[config.mk]
export PLATFORM = sky130hd
export DESIGN_NAME = vector_address_map
export DESIGN_NICKNAME = d
export VERILOG_FILES = /design/src/design/vector_map_pkg.sv /design/src/design/vector_select.sv /design/src/design/vector_address_map.sv
export SDC_FILE = /design/constraint.sdc
export NUM_CORES = 1
export LEC_CHECK = 0
export ABC_AREA = 1
export BUFFER_PORTS_ARGS = -buffer_cell sky130_fd_sc_hd__buf_4
export CAP_MARGIN = 20
export CORE_MARGIN = 4
export CORE_UTILIZATION = 30
export CTS_CLUSTER_DIAMETER = 60
export DETAILED_ROUTE_END_ITERATION = 6
export PLACE_DENSITY_LB_ADDON = 0.15
export SYNTH_ARGS = -nofsm -noshare
export SYNTH_HDL_FRONTEND = slang
export SYNTH_HIERARCHICAL = 1
export SYNTH_SLANG_ARGS = --single-unit
[constraint.sdc]
create_clock -name ref_clk -period 1.8 [get_ports ref_clk]
set_input_delay 0.09 -clock ref_clk [delete_from_list [all_inputs] [get_ports ref_clk]]
set_output_delay 0.09 -clock ref_clk [all_outputs]
set_load 0.01 [all_outputs]
[src/design/vector_map_pkg.sv]
// Constants, types and helper functions shared by the vector address map
package vector_map_pkg;

   // ------------------------------------------------------------
   // Widths and counts
   // ------------------------------------------------------------
   localparam int ADDR_W    = 16;
   localparam int VEC_W     = 5;
   localparam int IRQ_COUNT = 25;

   // ------------------------------------------------------------
   // Table layout
   // ------------------------------------------------------------
   localparam logic [ADDR_W-1:0] APP_TABLE_BASE   = 16'h0000;
   localparam logic [ADDR_W-1:0] DEFAULT_BOOT_ADDR = 16'h3C00;
   localparam logic [VEC_W-1:0]  RESET_VECTOR     = 5'h01;
   localparam logic [VEC_W-1:0]  FIRST_IRQ_VECTOR = 5'h02;
   localparam logic [VEC_W-1:0]  NO_VECTOR        = 5'h00;

   // Request line index of each source; vector number is index plus two
   localparam int EXT_IRQ_0_IDX        = 0;
   localparam int EXT_IRQ_1_IDX        = 1;
   localparam int PIN_CHANGE_IRQ_0_IDX = 2;
   localparam int PIN_CHANGE_IRQ_1_IDX = 3;
   localparam int PIN_CHANGE_IRQ_2_IDX = 4;
   localparam int WATCHDOG_IRQ_IDX     = 5;
   localparam int TIMER2_CMP_A_IDX     = 6;
   localparam int TIMER2_CMP_B_IDX     = 7;
   localparam int TIMER2_OVF_IDX       = 8;
   localparam int TIMER1_CAPT_IDX      = 9;
   localparam int TIMER1_CMP_A_IDX     = 10;
   localparam int TIMER1_CMP_B_IDX     = 11;
   localparam int TIMER1_OVF_IDX       = 12;
   localparam int TIMER0_CMP_A_IDX     = 13;
   localparam int TIMER0_CMP_B_IDX     = 14;
   localparam int TIMER0_OVF_IDX       = 15;
   localparam int SPI_DONE_IDX         = 16;
   localparam int USART_RX_IDX         = 17;
   localparam int USART_EMPTY_IDX      = 18;
   localparam int USART_TX_IDX         = 19;
   localparam int ADC_DONE_IDX         = 20;
   localparam int EEPROM_READY_IDX     = 21;
   localparam int ANALOG_CMP_IDX       = 22;
   localparam int TWO_WIRE_IDX         = 23;
   localparam int SELF_PROG_READY_IDX  = 24;

   // ------------------------------------------------------------
   // Fuse coding and timing counts
   // ------------------------------------------------------------
   localparam logic       FUSE_PROGRAMMED   = 1'b0;
   localparam logic       FUSE_UNPROGRAMMED = 1'b1;
   localparam logic [2:0] UNLOCK_CYCLES     = 3'h4;
   localparam logic [2:0] SYNC_SETTLE       = 3'h3;
   localparam logic [2:0] COUNT_ONE         = 3'h1;
   localparam logic [2:0] COUNT_ZERO        = 3'h0;

   typedef enum logic [2:0] {
      st_settle = 3'b001,
      st_idle   = 3'b010,
      st_wait   = 3'b100
   } fetch_state_type;

   // Lowest pending request index; only meaningful when any bit is set
   function automatic logic [VEC_W-1:0] lowest_pending(input logic [IRQ_COUNT-1:0] req);
      logic [VEC_W-1:0] idx;
      idx = NO_VECTOR;
      for (int i = IRQ_COUNT - 1; i >= 0; i--) begin
         if (req[i]) begin
            idx = VEC_W'(i);
         end
      end
      return idx;
   endfunction : lowest_pending

   // Each vector is two words wide, counted from vector one at the base
   function automatic logic [ADDR_W-1:0] vector_address(input logic [ADDR_W-1:0] base,
                                                        input logic [VEC_W-1:0]  num);
      return base + ADDR_W'({num - RESET_VECTOR, 1'b0});
   endfunction : vector_address

endpackage : vector_map_pkg

[src/design/vector_select.sv]
// Combinational picker of the winning request and its vector address
`timescale 1ns/1ns
module vector_select (
   input  wire logic [vector_map_pkg::IRQ_COUNT-1:0] irq_request,
   input  wire logic [vector_map_pkg::ADDR_W-1:0]    table_base,
   output logic                                      irq_any,
   output logic [vector_map_pkg::VEC_W-1:0]          irq_vector,
   output logic [vector_map_pkg::ADDR_W-1:0]         irq_address
);

   logic [vector_map_pkg::VEC_W-1:0] win_index;

   // ------------------------------------------------------------
   // Priority and address
   // ------------------------------------------------------------
   // Lowest vector number wins; fixed order keeps service predictable
   always_comb begin                                        // RULE5 RULE6 RULE7 RULE8
      irq_any     = |irq_request;
      win_index   = vector_map_pkg::lowest_pending(irq_request);             // RULE16
      irq_vector  = win_index + vector_map_pkg::FIRST_IRQ_VECTOR;            // RULE3
      irq_address = vector_map_pkg::vector_address(table_base, irq_vector);  // RULE1
   end

endmodule : vector_select

[src/design/vector_address_map.sv]
// Reset and interrupt vector address generator with relocatable table
//
// Function
// RULE1 - Vectors are two instruction words apart
// RULE2 - Vector one serves every reset cause
// RULE3 - External and pin change requests map 0x2..0xA
// RULE4 - Watchdog timeout is vector seven at 0xC
// RULE5 - Timer2 sources map to 0xE, 0x10, 0x12
// RULE6 - Timer1 sources map to 0x14 through 0x1A
// RULE7 - Timer0 sources map to 0x1C, 0x1E, 0x20
// RULE8 - Serial peripheral and USART map 0x22..0x28
// RULE9 - ADC, EEPROM, comparator, two-wire, self-program map 0x2A..0x32
// RULE10 - Reset fetch is zero or boot address
// RULE11 - Select bit moves interrupt table to boot
// RULE12 - Fuse value one unprogrammed, zero programmed
// RULE13 - Software unlocks, then writes select within four
// RULE14 - Unlock clears after four cycles or select write
// RULE15 - Interrupts blocked during change, enable flag untouched
// RULE16 - Lowest pending vector number served first
`timescale 1ns/1ns
module vector_address_map #(
   parameter logic [15:0] BOOT_RESET_ADDR = 16'h3C00
) (
   input  wire logic                                 ref_clk,
   input  wire logic                                 reset_n,
   input  wire logic [vector_map_pkg::IRQ_COUNT-1:0] irq_request,
   input  wire logic                                 boot_reset_select_fuse,
   input  wire logic                                 global_irq_enable,
   input  wire logic                                 core_ready,
   input  wire logic                                 vector_done,
   input  wire logic                                 instr_done,
   input  wire logic                                 ctrl_write,
   input  wire logic                                 ctrl_write_select,
   input  wire logic                                 ctrl_write_unlock,
   output logic                                      fetch_valid,
   output logic                                      fetch_is_reset,
   output logic [vector_map_pkg::ADDR_W-1:0]         fetch_address,
   output logic [vector_map_pkg::VEC_W-1:0]          fetch_vector,
   output logic                                      vector_table_select,
   output logic                                      vector_change_unlock,
   output logic                                      irq_blocked
);

   // ------------------------------------------------------------
   // Declarations
   // ------------------------------------------------------------
   logic                                fuse_meta;
   logic                                fuse_mid;
   logic                                fuse_late;
   logic                                fuse_state;
   logic                                next_fuse_state;
   logic [2:0]                          unlock_count;
   logic [2:0]                          next_unlock_count;
   logic                                next_select;
   logic                                next_unlock;
   logic                                follow_block;
   logic                                next_follow_block;
   logic                                next_irq_blocked;
   logic                                block_now;
   vector_map_pkg::fetch_state_type     state;
   vector_map_pkg::fetch_state_type     next_state;
   logic [2:0]                          settle_count;
   logic [2:0]                          next_settle_count;
   logic                                next_fetch_valid;
   logic                                next_fetch_is_reset;
   logic [vector_map_pkg::ADDR_W-1:0]   next_fetch_address;
   logic [vector_map_pkg::VEC_W-1:0]    next_fetch_vector;
   logic [vector_map_pkg::ADDR_W-1:0]   table_base;
   logic [vector_map_pkg::ADDR_W-1:0]   reset_address;
   logic                                irq_any;
   logic [vector_map_pkg::VEC_W-1:0]    irq_vector;
   logic [vector_map_pkg::ADDR_W-1:0]   irq_address;
   logic                                irq_grant;

   // ------------------------------------------------------------
   // Fuse synchroniser
   // ------------------------------------------------------------
   // The fuse level only counts once the last two stages agree
   always_comb begin
      next_fuse_state = fuse_state;
      if (fuse_mid == fuse_late) begin
         next_fuse_state = fuse_late;
      end
   end

   // Three-stage capture; the first stage feeds nothing but the second
   always_ff @(posedge ref_clk or negedge reset_n) begin
      if (!reset_n) begin
         fuse_meta  <= vector_map_pkg::FUSE_UNPROGRAMMED;
         fuse_mid   <= vector_map_pkg::FUSE_UNPROGRAMMED;
         fuse_late  <= vector_map_pkg::FUSE_UNPROGRAMMED;
         fuse_state <= vector_map_pkg::FUSE_UNPROGRAMMED;
      end else begin
         fuse_meta  <= boot_reset_select_fuse;
         fuse_mid   <= fuse_meta;
         fuse_late  <= fuse_mid;
         fuse_state <= next_fuse_state;
      end
   end

   // ------------------------------------------------------------
   // Table select with timed unlock
   // ------------------------------------------------------------
   // A select write without a live unlock is dropped, guarding the table
   always_comb begin
      next_select       = vector_table_select;
      next_unlock       = vector_change_unlock;
      next_unlock_count = unlock_count;
      next_follow_block = follow_block;
      if (follow_block && instr_done) begin
         next_follow_block = 1'b0;                                       // RULE15
      end
      if (vector_change_unlock) begin
         next_unlock_count = unlock_count - vector_map_pkg::COUNT_ONE;
         if (unlock_count == vector_map_pkg::COUNT_ONE) begin
            next_unlock = 1'b0;                                          // RULE14
         end
      end
      if (ctrl_write) begin
         if (ctrl_write_unlock) begin
            next_unlock       = 1'b1;                                    // RULE13
            next_unlock_count = vector_map_pkg::UNLOCK_CYCLES;
         end else if (vector_change_unlock) begin
            next_select       = ctrl_write_select;                       // RULE13
            next_unlock       = 1'b0;                                    // RULE14
            next_unlock_count = vector_map_pkg::COUNT_ZERO;
            next_follow_block = 1'b1;                                    // RULE15
         end
      end
      next_irq_blocked = next_unlock | next_follow_block;
   end

   // Blocking starts in the very cycle the unlock is written
   assign block_now = vector_change_unlock | follow_block
                      | (ctrl_write & ctrl_write_unlock);                // RULE15

   always_ff @(posedge ref_clk or negedge reset_n) begin
      if (!reset_n) begin
         vector_table_select  <= 1'b0;
         vector_change_unlock <= 1'b0;
         unlock_count         <= vector_map_pkg::COUNT_ZERO;
         follow_block         <= 1'b0;
         irq_blocked          <= 1'b0;
      end else begin
         vector_table_select  <= next_select;
         vector_change_unlock <= next_unlock;
         unlock_count         <= next_unlock_count;
         follow_block         <= next_follow_block;
         irq_blocked          <= next_irq_blocked;
      end
   end

   // ------------------------------------------------------------
   // Base addresses
   // ------------------------------------------------------------
   // Select moves the interrupt table whatever the fuse says
   assign table_base = vector_table_select ? BOOT_RESET_ADDR
                                           : vector_map_pkg::APP_TABLE_BASE;      // RULE11
   // Settled level of this very edge; the registered copy lags the reset fetch
   assign reset_address = (next_fuse_state == vector_map_pkg::FUSE_PROGRAMMED)
                          ? BOOT_RESET_ADDR : vector_map_pkg::APP_TABLE_BASE;     // RULE10 RULE12

   vector_select u_select (
      .irq_request (irq_request),
      .table_base  (table_base),
      .irq_any     (irq_any),
      .irq_vector  (irq_vector),
      .irq_address (irq_address)
   );

   // The global enable is only read here, never written
   assign irq_grant = irq_any & global_irq_enable & ~block_now & core_ready; // RULE15

   // ------------------------------------------------------------
   // Fetch sequencer
   // ------------------------------------------------------------
   // Reset fetch waits for the fuse to settle so it never sees a stale level
   always_comb begin
      next_state          = state;
      next_settle_count   = settle_count;
      next_fetch_valid    = 1'b0;
      next_fetch_is_reset = fetch_is_reset;
      next_fetch_address  = fetch_address;
      next_fetch_vector   = fetch_vector;
      unique case (state)
         vector_map_pkg::st_settle: begin
            next_settle_count = settle_count + vector_map_pkg::COUNT_ONE;
            if (settle_count == vector_map_pkg::SYNC_SETTLE) begin
               next_fetch_valid    = 1'b1;
               next_fetch_is_reset = 1'b1;
               next_fetch_address  = reset_address;                      // RULE2 RULE10
               next_fetch_vector   = vector_map_pkg::RESET_VECTOR;       // RULE2
               next_state          = vector_map_pkg::st_idle;
            end
         end
         vector_map_pkg::st_idle: begin
            if (irq_grant) begin
               next_fetch_valid    = 1'b1;
               next_fetch_is_reset = 1'b0;
               next_fetch_address  = irq_address;                        // RULE1
               next_fetch_vector   = irq_vector;                         // RULE16
               next_state          = vector_map_pkg::st_wait;
            end
         end
         vector_map_pkg::st_wait: begin
            if (vector_done) begin
               next_state = vector_map_pkg::st_idle;
            end
         end
         default: begin
            next_state = vector_map_pkg::st_settle;
         end
      endcase
   end

   always_ff @(posedge ref_clk or negedge reset_n) begin
      if (!reset_n) begin
         state          <= vector_map_pkg::st_settle;
         settle_count   <= vector_map_pkg::COUNT_ZERO;
         fetch_valid    <= 1'b0;
         fetch_is_reset <= 1'b0;
         fetch_address  <= vector_map_pkg::APP_TABLE_BASE;
         fetch_vector   <= vector_map_pkg::NO_VECTOR;
      end else begin
         state          <= next_state;
         settle_count   <= next_settle_count;
         fetch_valid    <= next_fetch_valid;
         fetch_is_reset <= next_fetch_is_reset;
         fetch_address  <= next_fetch_address;
         fetch_vector   <= next_fetch_vector;
      end
   end
endmodule : vector_address_map

==> results of run 1 <==
==> stage by stage <==
step	power [W]	TNS, ns	util (%)
2_1_floorplan	0.00239	-2.69	-
3_5_place_dp	0.00307	-6.83	40.6
3_3_place_gp	0.00305	-6.51	40.6
6_report	0.00367	-1.40	44.7
5_1_grt	0.00404	-2.68	44.7
4_1_cts	0.00371	-1.47	43.8
==> sequential cells by signal, summed over array words and instances, names as in the netlist, named ones only <==
name	count
fuse_late	1
fetch_is_reset	1
irq_blocked	1
fetch_address	16
fuse_mid	1
state	3
fetch_valid	1
vector_change_unlock	1
vector_table_select	1
unlock_count	2
fuse_meta	1
follow_block	1
fetch_vector	5
settle_count	3
fuse_state	1
==> cell type report <==
cell class,count,area share (%)
clock buffers,7,1.95
multi-input cells,277,40.5
flip-flops and latches,40,25.7
well taps,108,3.45
clock inverters,1,0.128
repair buffers,102,21.0
inverters,71,7.25
==> power by group through the flow <==
stage               combinational (W)  sequential, W  clock (W)
global route                  0.00189        0.00151   0.000642
detailed placement            0.00160        0.00148          0
CTS                           0.00165        0.00146   0.000603
floorplan                    0.000846        0.00154          0
finish                        0.00164        0.00146   0.000573
global placement              0.00157        0.00148          0
==> synthesized netlist by cell type (2+ instances only) <==
master	n
nand2_1	113
inv_1	65
nand3_1	41
dfrtp_1	35
nor2_1	30
ha_1	12
a21oi_1	9
xor2_1	9
xnor2_1	7
inv_2	6
dfstp_2	5
nand3_2	5
o21ai_0	5
buf_2	4
nand2_2	4
nand4_1	4
buf_6	3
nor3_1	2
nor4_1	2
==> repair_timing <==
item | in CTS | in global routing
gates cloned | 0 | 0
endpoints found under the hold margin | 36 | 0
endpoints found under the setup margin | 5 | 24
pin swaps | 11 | 18
setup buffers | 13 | 3
gates resized for setup | 17 | 26
hold buffers | 2 | 0
==> routing by layer <==
layer / share of wire (%) / up-vias / routed length, um
met1: 48 / 1127 / 3090
met3: 5.1 / 5 / 331
met2: 46 / 40 / 2980
li1: - / 1371 / -
met4: 0.62 / 0 / 40
met5: 0 / - / 0
==> critical path: stages <==
cell and delay [ns]:
buf_6 0.10, inv_4 0.05, buf_6 0.08, o211ai_1 0.08, nand3_1 0.10, nand3_1 0.08
nand3_1 0.07, nand2_1 0.05, nand2_1 0.05, nand2_1 0.05, nand2_1 0.05, nand2_1 0.07
nand3_2 0.08, nand3_2 0.09, inv_2 0.10, buf_6 0.14, nand3_4 0.08, nand2_2 0.09
nand3_2 0.08, xnor2_1 0.14, ha_1 0.32, xor2_1 0.15, inv_1 0.05, nor2_1 0.04
nand2_1 0.07, nand2_1 0.04
==> worst max path at each step <==
| stage | startpoint | end | slack (ns) | cells past startpoint |
|---|---|---|---|---|
| 6_report | irq_request[21] | fetch_address[5] | -0.41 | 26 |
| 5_1_grt | irq_request[22] | fetch_address[5] | -0.69 | 34 |
| 4_1_cts | irq_request[23] | fetch_address[5] | -0.37 | 33 |
| 3_5_place_dp | irq_request[22] | fetch_address[5] | -0.75 | 23 |
| 3_3_place_gp | irq_request[22] | fetch_address[5] | -0.73 | 23 |
| 2_1_floorplan | irq_request[22] | fetch_address[6] | -0.69 | 37 |
==> cell families (layout without fill, tap and decap cells) <==
logic type	count (synthesis)	after routing	share of synthesized area [%]
adders and majority gates	13	13	6.28
muxes	1	1	0.416
other	1	21	0.138
DFF	40	40	37.2
buffers and inverters	79	181	12.1
xor gates and xnor gates	16	16	5.17
and+or+nand+nor	209	209	35.1
AOI/OAI and AO/OA	17	17	3.60
==> impl_metrics.py, run 1 <==
metrics = {
    "run_status": {
        "status": "finished with violations",
        "violations": "setup timing",
    },
    "placed_design": {
        "place_area_um2": 3560,
        "dpl_worst_slack_ns": -0.751,
        "hpwl_mm": 4.76,
        "portBuffers": 60,
        "dpl.cell_count": 586,
        "gp_congestion": 0.750,
    },
    "yosys": {
        "yosysWarnings": 6,
        "avgSynthCellArea_um2": 7.20,
        "yosysTopAreaCell": "dfrtp_1",
        "ys_types": 34,
        "synth_top_area_share_pct": 32.3,
        "syn_area_um2": 2710,
        "seq_area_frac_synth_pct": 37.2,
        "syn_inst": 376,
        "synthTopCellsByArea": "dfrtp_1 32%, nand2_1 16%, inv_1 9.0%, nand3_1 7.6%, ha_1 5.5%",
        "async_reset_ff_share_pct": 100,
        "synth-edff-count": 0,
        "synth_seq_cells": 40,
        "synth_ff_type": "dfrtp_1",
    },
    "routing": {
        "drt-initial-drc-count": 63,
        "wl_per_cell_um": 10.6,
        "wl_mm": 6.44,
        "drc": 0,
        "firstDrtPassIters": 4,
        "drtAntennaViolNets": 0,
        "avgViaCountPerCell": 4.20,
        "vias": 2543,
    },
    "layout": {
        "area_delta_synth_final_pct": 44.6,
        "diodes": 0,
        "seq_area_um2": 1010,
        "drive_gt1_share_pct": 32.1,
        "fill_cells": 905,
        "layout_commonest_cell": "nand2_1",
        "mostFrequentLayoutCells": "107 x nand2_1, 88 x buf_4, 57 x inv_1",
        "fin_area_um2": 3920,
        "multi_input_area_um2": 1590,
        "fin_nets": 545,
        "fin_cells": 606,
    },
    "min_path": {
        "hold_start": "ctrl_write",
        "hold-path-cell-count": 2,
        "holdPathEnd": "unlock_count[0]",
        "hold_path.class": "input port to flip-flop",
    },
    "critical_path": {
        "required_ns": 1.98,
        "critPathLaunchType": "input port",
        "cp.arrival_ns": 2.39,
        "critPathMaxFanout": 3,
        "reg2reg_to": "fetch_address[13]",
        "path_class": "input port to flip-flop",
        "reg2reg_depth": 8,
        "rr_startpoint": "state[2]",
        "rrSetupSlack_ns": 0.38,
        "cp-end-kind": "flip-flop",
    },
    "global_route": {
        "grt_start_max_net_pins": 41,
        "grt_pass1_wl_mm": 11.0,
        "top_usage_layer": "met2",
        "antenna_found_initial": 0,
        "grt_pass1_vias": 2486,
        "use_met2_pct": 20.5,
        "grt_overflow_total": 0,
        "met1_usage_pct": 17.7,
        "met3_usage_pct": 2.44,
        "grt_usage_pct": 12.7,
    },
    "power": {
        "power_frac_clock_pct": 15.6,
        "combPwrFrac_pct": 44.7,
        "cell_internal_pwr_w": 0.00229,
        "p_sw_share_pct": 37.7,
        "power_leakage_nw": 2.14,
        "powerDensity_nw_per_um2": 937,
        "p_sw_w": 0.00138,
        "seqPwrFrac_pct": 39.7,
        "vdd_ir_drop_max_uv": 712,
    },
    "sta": {
        "worst_pin_slew_ns": 0.550,
        "fmax_ghz": 0.453,
        "post-route-worst-setup-slack_ns": -0.408,
        "hold_viol": 0,
        "clock_skew_ns": 0.00749,
        "min_period_over_period_pct": 123,
        "holdWs_ns": 0.0244,
        "finalSetupViolCount": 4,
        "post-route-min-period_ns": 2.21,
        "maxSlewHeadroom_pct": 63.3,
        "rsz0062_at_grt": "true",
        "drv_slew": 0,
    },
    "die": {
        "die_height_um": 103,
        "pin_count": 61,
        "dieArea_um2": 10600,
        "die_x_um": 103,
        "row_count": 34,
        "initial_core_util_pct": 30.9,
        "coreArea_um2": 8760,
    },
    "clocking": {
        "clkTransAtPathRegs_ns": 0.08,
        "cts_tree": "yes",
        "root_buffer": "clkbuf_8",
        "cts_htree_levels": 2,
        "cts.path.max_buffers": 2,
        "insertion_delay_ns": 0.29,
        "numCtsBuffers": 5,
        "clock-sinks": 40,
    },
    "flow_run": {
        "maxCapViolations": 0,
    },
}
(Power assumes the default switching activity.)
==> run 2, diff against run 1 <==
Settings changed: ABC_AREA 1 to not set, HOLD_SLACK_MARGIN set to 0.08.
==> run 2 against run 1 <==
- the flow still finishes with violations (setup timing)
- wire length grew 0.75%
- synthesized cell count fell by 24%
- critical endpoint unchanged
- count of clock-buffer cells in the layout fell by 1
- power shrank 8.6%
- design area up 4.7%
- non-clock buffer count grew 20
- die area shrank 2.7%
- worst hold slack better by 0.19 ns
- combinational power shrank 21%
- global-route usage increased by 0.45 points
==> impl_metrics.py, run 2 <==
metrics = {
    "yosys": {
        "synth-edff-count": 0,
        "synth_ff_type": "dfrtp_1",
        "synth.area.mux_share_pct": 9.71,
        "yosysTopAreaCell": "dfrtp_1",
        "seq_area_frac_synth_pct": 38.3,
        "synth_fa_ha_area_share_pct": 6.85,
        "synthTopCellsByArea": "dfrtp_1 33%, mux2i_1 8.0%, ha_1 5.7%, dfstp_2 5.0%, inv_1 5.0%",
        "syn_inst": 287,
        "avgSynthCellArea_um2": 9.16,
        "async_reset_ff_share_pct": 100,
        "yosysWarnings": 6,
        "synth_xor_xnor_area_share_pct": 5.00,
        "synth_simple_gate_area_share_pct": 19.6,
        "synth_common_cells": "35 x dfrtp_1, 35 x inv_1, 32 x nand2_1, 25 x nor2_1, 21 x mux2i_1",
        "synth_compound_area_share_pct": 13.2,
        "synth_top_area_share_pct": 33.3,
        "ys_types": 59,
        "synth_seq_cells": 40,
        "syn_area_um2": 2630,
        "synth_top_family_by_area": "simple AND/OR/NAND/NOR gates",
    },
    "die": {
        "die_height_um": 102,
        "coreArea_um2": 8380,
        "row_count": 33,
        "die_x_um": 102,
        "pin_count": 61,
        "dieArea_um2": 10300,
        "initial_core_util_pct": 31.4,
    },
    "layout": {
        "largest_reg_flops": 16,
        "top_regs": "fetch_address: 16 flops, fetch_vector: 5 flops",
        "layout_commonest_cell": "buf_4",
        "diodes": 0,
        "mostFrequentLayoutCells": "110 x buf_4, 35 x dfrtp_1, 33 x inv_1",
        "drive_gt1_share_pct": 39.4,
        "area_delta_synth_final_pct": 56.0,
        "largest-register": "fetch_address",
        "fin_nets": 479,
    },
    "global_route": {
        "grt_pass1_wl_mm": 10.9,
        "grt_usage_pct": 13.1,
        "grt_start_max_net_pins": 41,
        "antenna_found_initial": 0,
        "grt_pass1_vias": 2387,
        "grt_overflow_total": 0,
    },
    "routing": {
        "wl_mm": 6.49,
        "vias": 2375,
        "drc": 0,
        "wl_per_cell_um": 12.1,
        "firstDrtPassIters": 3,
        "avgViaCountPerCell": 4.42,
        "drtAntennaViolNets": 0,
        "drt-initial-drc-count": 45,
    },
    "sta": {
        "post-route-min-period_ns": 2.40,
        "fmax_ghz": 0.417,
        "rsz0062_at_grt": "true",
        "finalSetupViolCount": 4,
        "post-route-worst-setup-slack_ns": -0.599,
        "clock_skew_ns": 0.00769,
        "min_period_over_period_pct": 133,
        "worst_pin_slew_ns": 0.524,
        "hold_viol": 0,
        "drv_slew": 0,
        "holdWs_ns": 0.215,
        "maxSlewHeadroom_pct": 65.1,
    },
    "critical_path": {
        "rr_startpoint": "settle_count[0]",
        "crit_end": "fetch_address[5]",
        "critPathLaunch": "irq_request[22]",
        "required_ns": 2.01,
        "path_class": "input port to flip-flop",
        "critPathMaxFanout": 4,
        "rrSetupSlack_ns": 0.17,
        "cp.arrival_ns": 2.61,
        "reg2reg_to": "fetch_vector[1]",
        "reg2reg_depth": 6,
        "cp-end-kind": "flip-flop",
        "critPathLaunchType": "input port",
    },
    "run_status": {
        "violations": "setup timing",
        "status": "finished with violations",
    },
    "power": {
        "vdd_ir_drop_max_uv": 541,
        "powerDensity_nw_per_um2": 818,
        "seqPwrFrac_pct": 37.5,
        "cell_internal_pwr_w": 0.00227,
        "p_sw_share_pct": 32.4,
        "power_frac_clock_pct": 23.7,
        "p_sw_w": 0.00109,
        "combPwrFrac_pct": 38.8,
        "power_leakage_nw": 1.84,
    },
    "clocking": {
        "cts_tree": "yes",
        "cts_htree_levels": 2,
        "clkTransAtPathRegs_ns": 0.09,
        "numCtsBuffers": 5,
        "cts.path.max_buffers": 2,
        "clock-sinks": 40,
        "insertion_delay_ns": 0.29,
        "root_buffer": "clkbuf_8",
    },
    "placed_design": {
        "hpwl_mm": 4.95,
        "gp_congestion": 0.830,
        "dpl_worst_slack_ns": -0.945,
        "portBuffers": 60,
    },
    "min_path": {
        "hold_path.class": "input port to flip-flop",
    },
    "flow_run": {
        "maxCapViolations": 0,
    },
}
[run 2: cell count changes in the layout (fill, tap and decap cells not counted), moves of 6 or more]
cell           change
nand3_1           -36
buf_6              -8
nand2_1           -75
buf_4             +22
mux2i_1           +21
inv_2              -8
dlygate4sd3_1      +6
a21oi_1            +6
inv_1             -24
[run 2: worst min path at each step]
stage                           from               to  depth (start not counted)  slack, ns
final                     core_ready         state[2]                          4       0.22
after global routing      core_ready         state[2]                          4       0.23
after CTS                 core_ready         state[2]                          4       0.21
after detailed placement     reset_n  settle_count[2]                          1       0.11
after global placement       reset_n  settle_count[1]                          1       0.11
after floorplan              reset_n        async pin                          0      -0.21
[run 2: what timing repair did]
item,4_1_cts,5_1_grt
hold buffers,8,0
pin swaps,13,12
gates resized for setup,12,11
endpoints found under the hold margin,43,0
setup endpoints to repair,22,22
buffers inserted,4,5
[run 2: layout make-up]
type / instances / area (um^2)
clock inverters: 2 / 38.8
repair buffers: 122 / 960
inverters: 36 / 135
flip-flops and latches: 40 / 1010
fillers: 817 / 4280
clock buffers: 6 / 82.6
well taps: 105 / 131
multi-input cells: 226 / 1750
[run 2: through the flow]
| stage | instances | utilization [%] | power, W | instance area, um^2 | setup TNS [ns] |
|---|---|---|---|---|---|
| final | 537 | 48.9 | 0.00336 | 4100 | -1.37 |
| after global placement | 513 | 44.1 | 0.00251 | 3700 | -8.60 |
| after detailed placement | 513 | 44.1 | 0.00253 | 3700 | -10.07 |
| after global routing | 537 | 48.9 | 0.00361 | 4100 | -2.04 |
| after floorplan | 308 | - | 0.00201 | 2810 | -2.31 |
| after CTS | 533 | 47.5 | 0.00339 | 3980 | -1.46 |
[run 2: per-layer routing]
metal / GRT usage, % / part of all wire (%)
met5: 0 / 0
met4: 2.45 / 0.45
met3: 2.96 / 5.4
met2: 21.5 / 48
met1: 17.8 / 46
[run 2: cell families (layout without fill, tap and decap cells)]
kind of cell / Yosys count / after routing
compound gates: 50 / 50
flops: 40 / 40
fa+ha+maj: 14 / 14
mux: 25 / 25
other cells: 1 / 22
simple gates: 100 / 100
buf+inv: 42 / 166
xor+xnor: 15 / 15
[run 2: power by group through the flow]
| stage | Combinational (W) | Clock, W | Sequential, W |
|---|---|---|---|
| final | 0.00130 | 0.000795 | 0.00126 |
| after global routing | 0.00145 | 0.000863 | 0.00129 |
| after CTS | 0.00129 | 0.000829 | 0.00126 |
| after detailed placement | 0.00125 | 0 | 0.00128 |
| after global placement | 0.00123 | 0 | 0.00127 |
| after floorplan | 0.000704 | 0 | 0.00131 |
[run 2: critical path: stages]
cell	delay, ns
buf_6	0.10
nand2b_4	0.14
a221oi_4	0.23
nor4_2	0.06
o21ai_1	0.17
a31oi_1	0.14
or2_1	0.30
ha_4	0.18
nor2b_1	0.15
or4b_4	0.49
o211ai_2	0.10
ha_4	0.17
xnor2_1	0.11
nand2_1	0.07
mux2i_1	0.14
==> run 3, diff against run 2 <==
Settings changed: CTS_CLUSTER_DIAMETER 60 to not set, PLACE_DENSITY set to 0.52, PLACE_DENSITY_LB_ADDON 0.15 to not set.
==> run 3 against run 2 <==
- largest cell class unchanged
- register-to-register slack worse by 0.08 ns
- non-clock buffer count grew 6
- critical endpoint unchanged
- global-route usage is 0.14 points higher
- the flow still finishes with violations (setup timing)
==> impl_metrics.py, run 3 (synthesized netlist as in run 2, its figures left out) <==
metrics = {
    "power": {
        "powerDensity_nw_per_um2": 815,
        "power_leakage_nw": 1.93,
        "vdd_ir_drop_max_uv": 563,
        "total_power_w": 0.00346,
    },
    "placed_design": {
        "gp_congestion": 0.781,
        "dpl_worst_slack_ns": -0.884,
        "place_area_um2": 3740,
        "hpwl_mm": 4.98,
        "portBuffers": 60,
    },
    "layout": {
        "fin_nets": 485,
        "largest-register": "fetch_address",
        "top_regs": "fetch_address: 16 flops, fetch_vector: 5 flops",
        "fin_area_um2": 4240,
        "largest_reg_flops": 16,
        "layout_commonest_cell": "buf_4",
        "area_delta_synth_final_pct": 61.3,
        "diodes": 0,
        "final_util_pct": 50.6,
        "mostFrequentLayoutCells": "105 x buf_4, 35 x dfrtp_1, 33 x inv_1",
        "drive_gt1_share_pct": 41.3,
        "fill_cells": 804,
    },
    "routing": {
        "wl_per_cell_um": 12.0,
        "drt-initial-drc-count": 30,
        "drc": 0,
        "avgViaCountPerCell": 4.47,
        "vias": 2427,
        "firstDrtPassIters": 4,
        "drtAntennaViolNets": 0,
        "wl_mm": 6.53,
    },
    "die": {
        "die_x_um": 102,
        "die_height_um": 102,
        "row_count": 33,
        "pin_count": 61,
        "coreArea_um2": 8380,
        "initial_core_util_pct": 31.4,
        "dieArea_um2": 10300,
    },
    "run_status": {
        "status": "finished with violations",
        "violations": "setup timing",
    },
    "global_route": {
        "grt_pass1_vias": 2392,
        "grt_pass1_wl_mm": 11.0,
        "grt_start_max_net_pins": 41,
        "antenna_found_initial": 0,
        "grt_usage_pct": 13.3,
        "grt_overflow_total": 0,
    },
    "sta": {
        "holdWs_ns": 0.283,
        "drv_slew": 0,
        "post-route-min-period_ns": 2.34,
        "finalSetupViolCount": 6,
        "maxSlewHeadroom_pct": 65.4,
        "clock_skew_ns": 0.00610,
        "min_period_over_period_pct": 130,
        "worst_pin_slew_ns": 0.519,
        "fmax_ghz": 0.428,
        "post-route-worst-setup-slack_ns": -0.537,
        "rsz0062_at_grt": "true",
        "hold_viol": 0,
    },
    "critical_path": {
        "path_cells": "buf_6 > nand2b_4 > a221oi_2 > nor4_1 > o21ai_1 > a31oi_1 > or2_1 > ha_4 > nor2b_4 > or4b_1 > o211ai_2 > ha_4 > xnor2_2 > nand2_1 > mux2i_1",
        "crit_buf_inv": 1,
        "max_stage_delay_ns": 0.48,
        "cp_common_cell": "ha_4",
        "cp_top_family": "simple AND/OR/NAND/NOR gates",
        "path_class": "input port to flip-flop",
        "cp.arrival_ns": 2.55,
        "cp-end-kind": "flip-flop",
        "critPathMaxFanout": 3,
        "required_ns": 2.02,
        "cpMaxStageDelayCell": "or4b_1",
        "critPathLaunchType": "input port",
        "rrSetupSlack_ns": 0.09,
    },
    "clocking": {
        "cts.path.max_buffers": 2,
        "cts_tree": "yes",
        "insertion_delay_ns": 0.29,
        "cts_htree_levels": 2,
        "clock-sinks": 40,
        "root_buffer": "clkbuf_8",
        "clkTransAtPathRegs_ns": 0.08,
        "numCtsBuffers": 5,
    },
    "flow_run": {
        "maxCapViolations": 0,
    },
    "min_path": {
        "hold_path.class": "input port to flip-flop",
    },
}
## run 3: cell count changes in the layout (fill, tap and decap cells not counted), moves of 2 or more
cell / previous run / this run
nand2_1: 32 / 29
nor4_1: 2 / 4
nand2_4: 0 / 2
buf_12: 1 / 3
buf_6: 3 / 12
nor4_2: 4 / 1
buf_4: 110 / 105
## run 3: path summary, 6_finish.rpt
check / startpoint / end / depth (start not counted)
setup / recovery: irq_request[22] / fetch_address[5] / 15
hold reg to reg: fuse_meta / fuse_mid / 0
max in group asynchronous: reset_n / fuse_meta / 2
min in group asynchronous: reset_n / fetch_address[10] / 2
hold / removal: core_ready / state[2] / 5
setup reg to reg: vector_change_unlock / unlock_count[0] / 5
## run 3: what timing repair did
| action | 4_1_cts | 5_1_grt |
|---|---|---|
| setup endpoints to repair | 21 | 22 |
| setup buffers | 6 | 11 |
| hold buffers | 8 | 0 |
| resized for setup | 13 | 31 |
| pin swaps | 15 | 16 |
| endpoints found under the hold margin | 43 | 0 |
## run 3: area by class of cell
| class | count | area, um^2 | share of cell area (%) |
|---|---|---|---|
| clock inverter | 2 | 38.8 | 0.915 |
| sequential | 40 | 1010 | 23.8 |
| tap | 105 | 131 | 3.10 |
| inverter | 36 | 138 | 3.25 |
| multi-input combinational | 226 | 1780 | 42.0 |
| timing repair buffer | 128 | 1060 | 25.1 |
| clock buffer | 6 | 82.6 | 1.95 |
## run 3: metrics by stage
| step | setup TNS [ns] | instances |
|---|---|---|
| 4_1_cts | -1.36 | 537 |
| 6_report | -1.50 | 543 |
| 5_1_grt | -2.31 | 543 |
| 3_5_place_dp | -10.45 | 516 |
| 3_3_place_gp | -9.37 | 516 |
| 2_1_floorplan | -2.31 | 308 |
## run 3: worst min-delay path: stages
cell and delay (ns):
buf_4 0.12, nand3_4 0.09, buf_6 0.09, or3_4 0.10
a21oi_2 0.05
## run 3: layer usage
metal	wire [um]	vias to the layer above	GRT usage [%]
li1	-	1251	-
met1	3050	1128	17.6
met2	3050	44	21.6
met3	379	4	3.31
met4	61	0	3.37
met5	0	-	0
## run 3: power by group
part / internal (W) / total, W / leakage, nW / switching [W]
clock network: 0.000454 / 0.000785 / 0.0614 / 0.000332
registers: 0.00111 / 0.00126 / 0.504 / 0.000151
logic: 0.000788 / 0.00141 / 1.36 / 0.000623
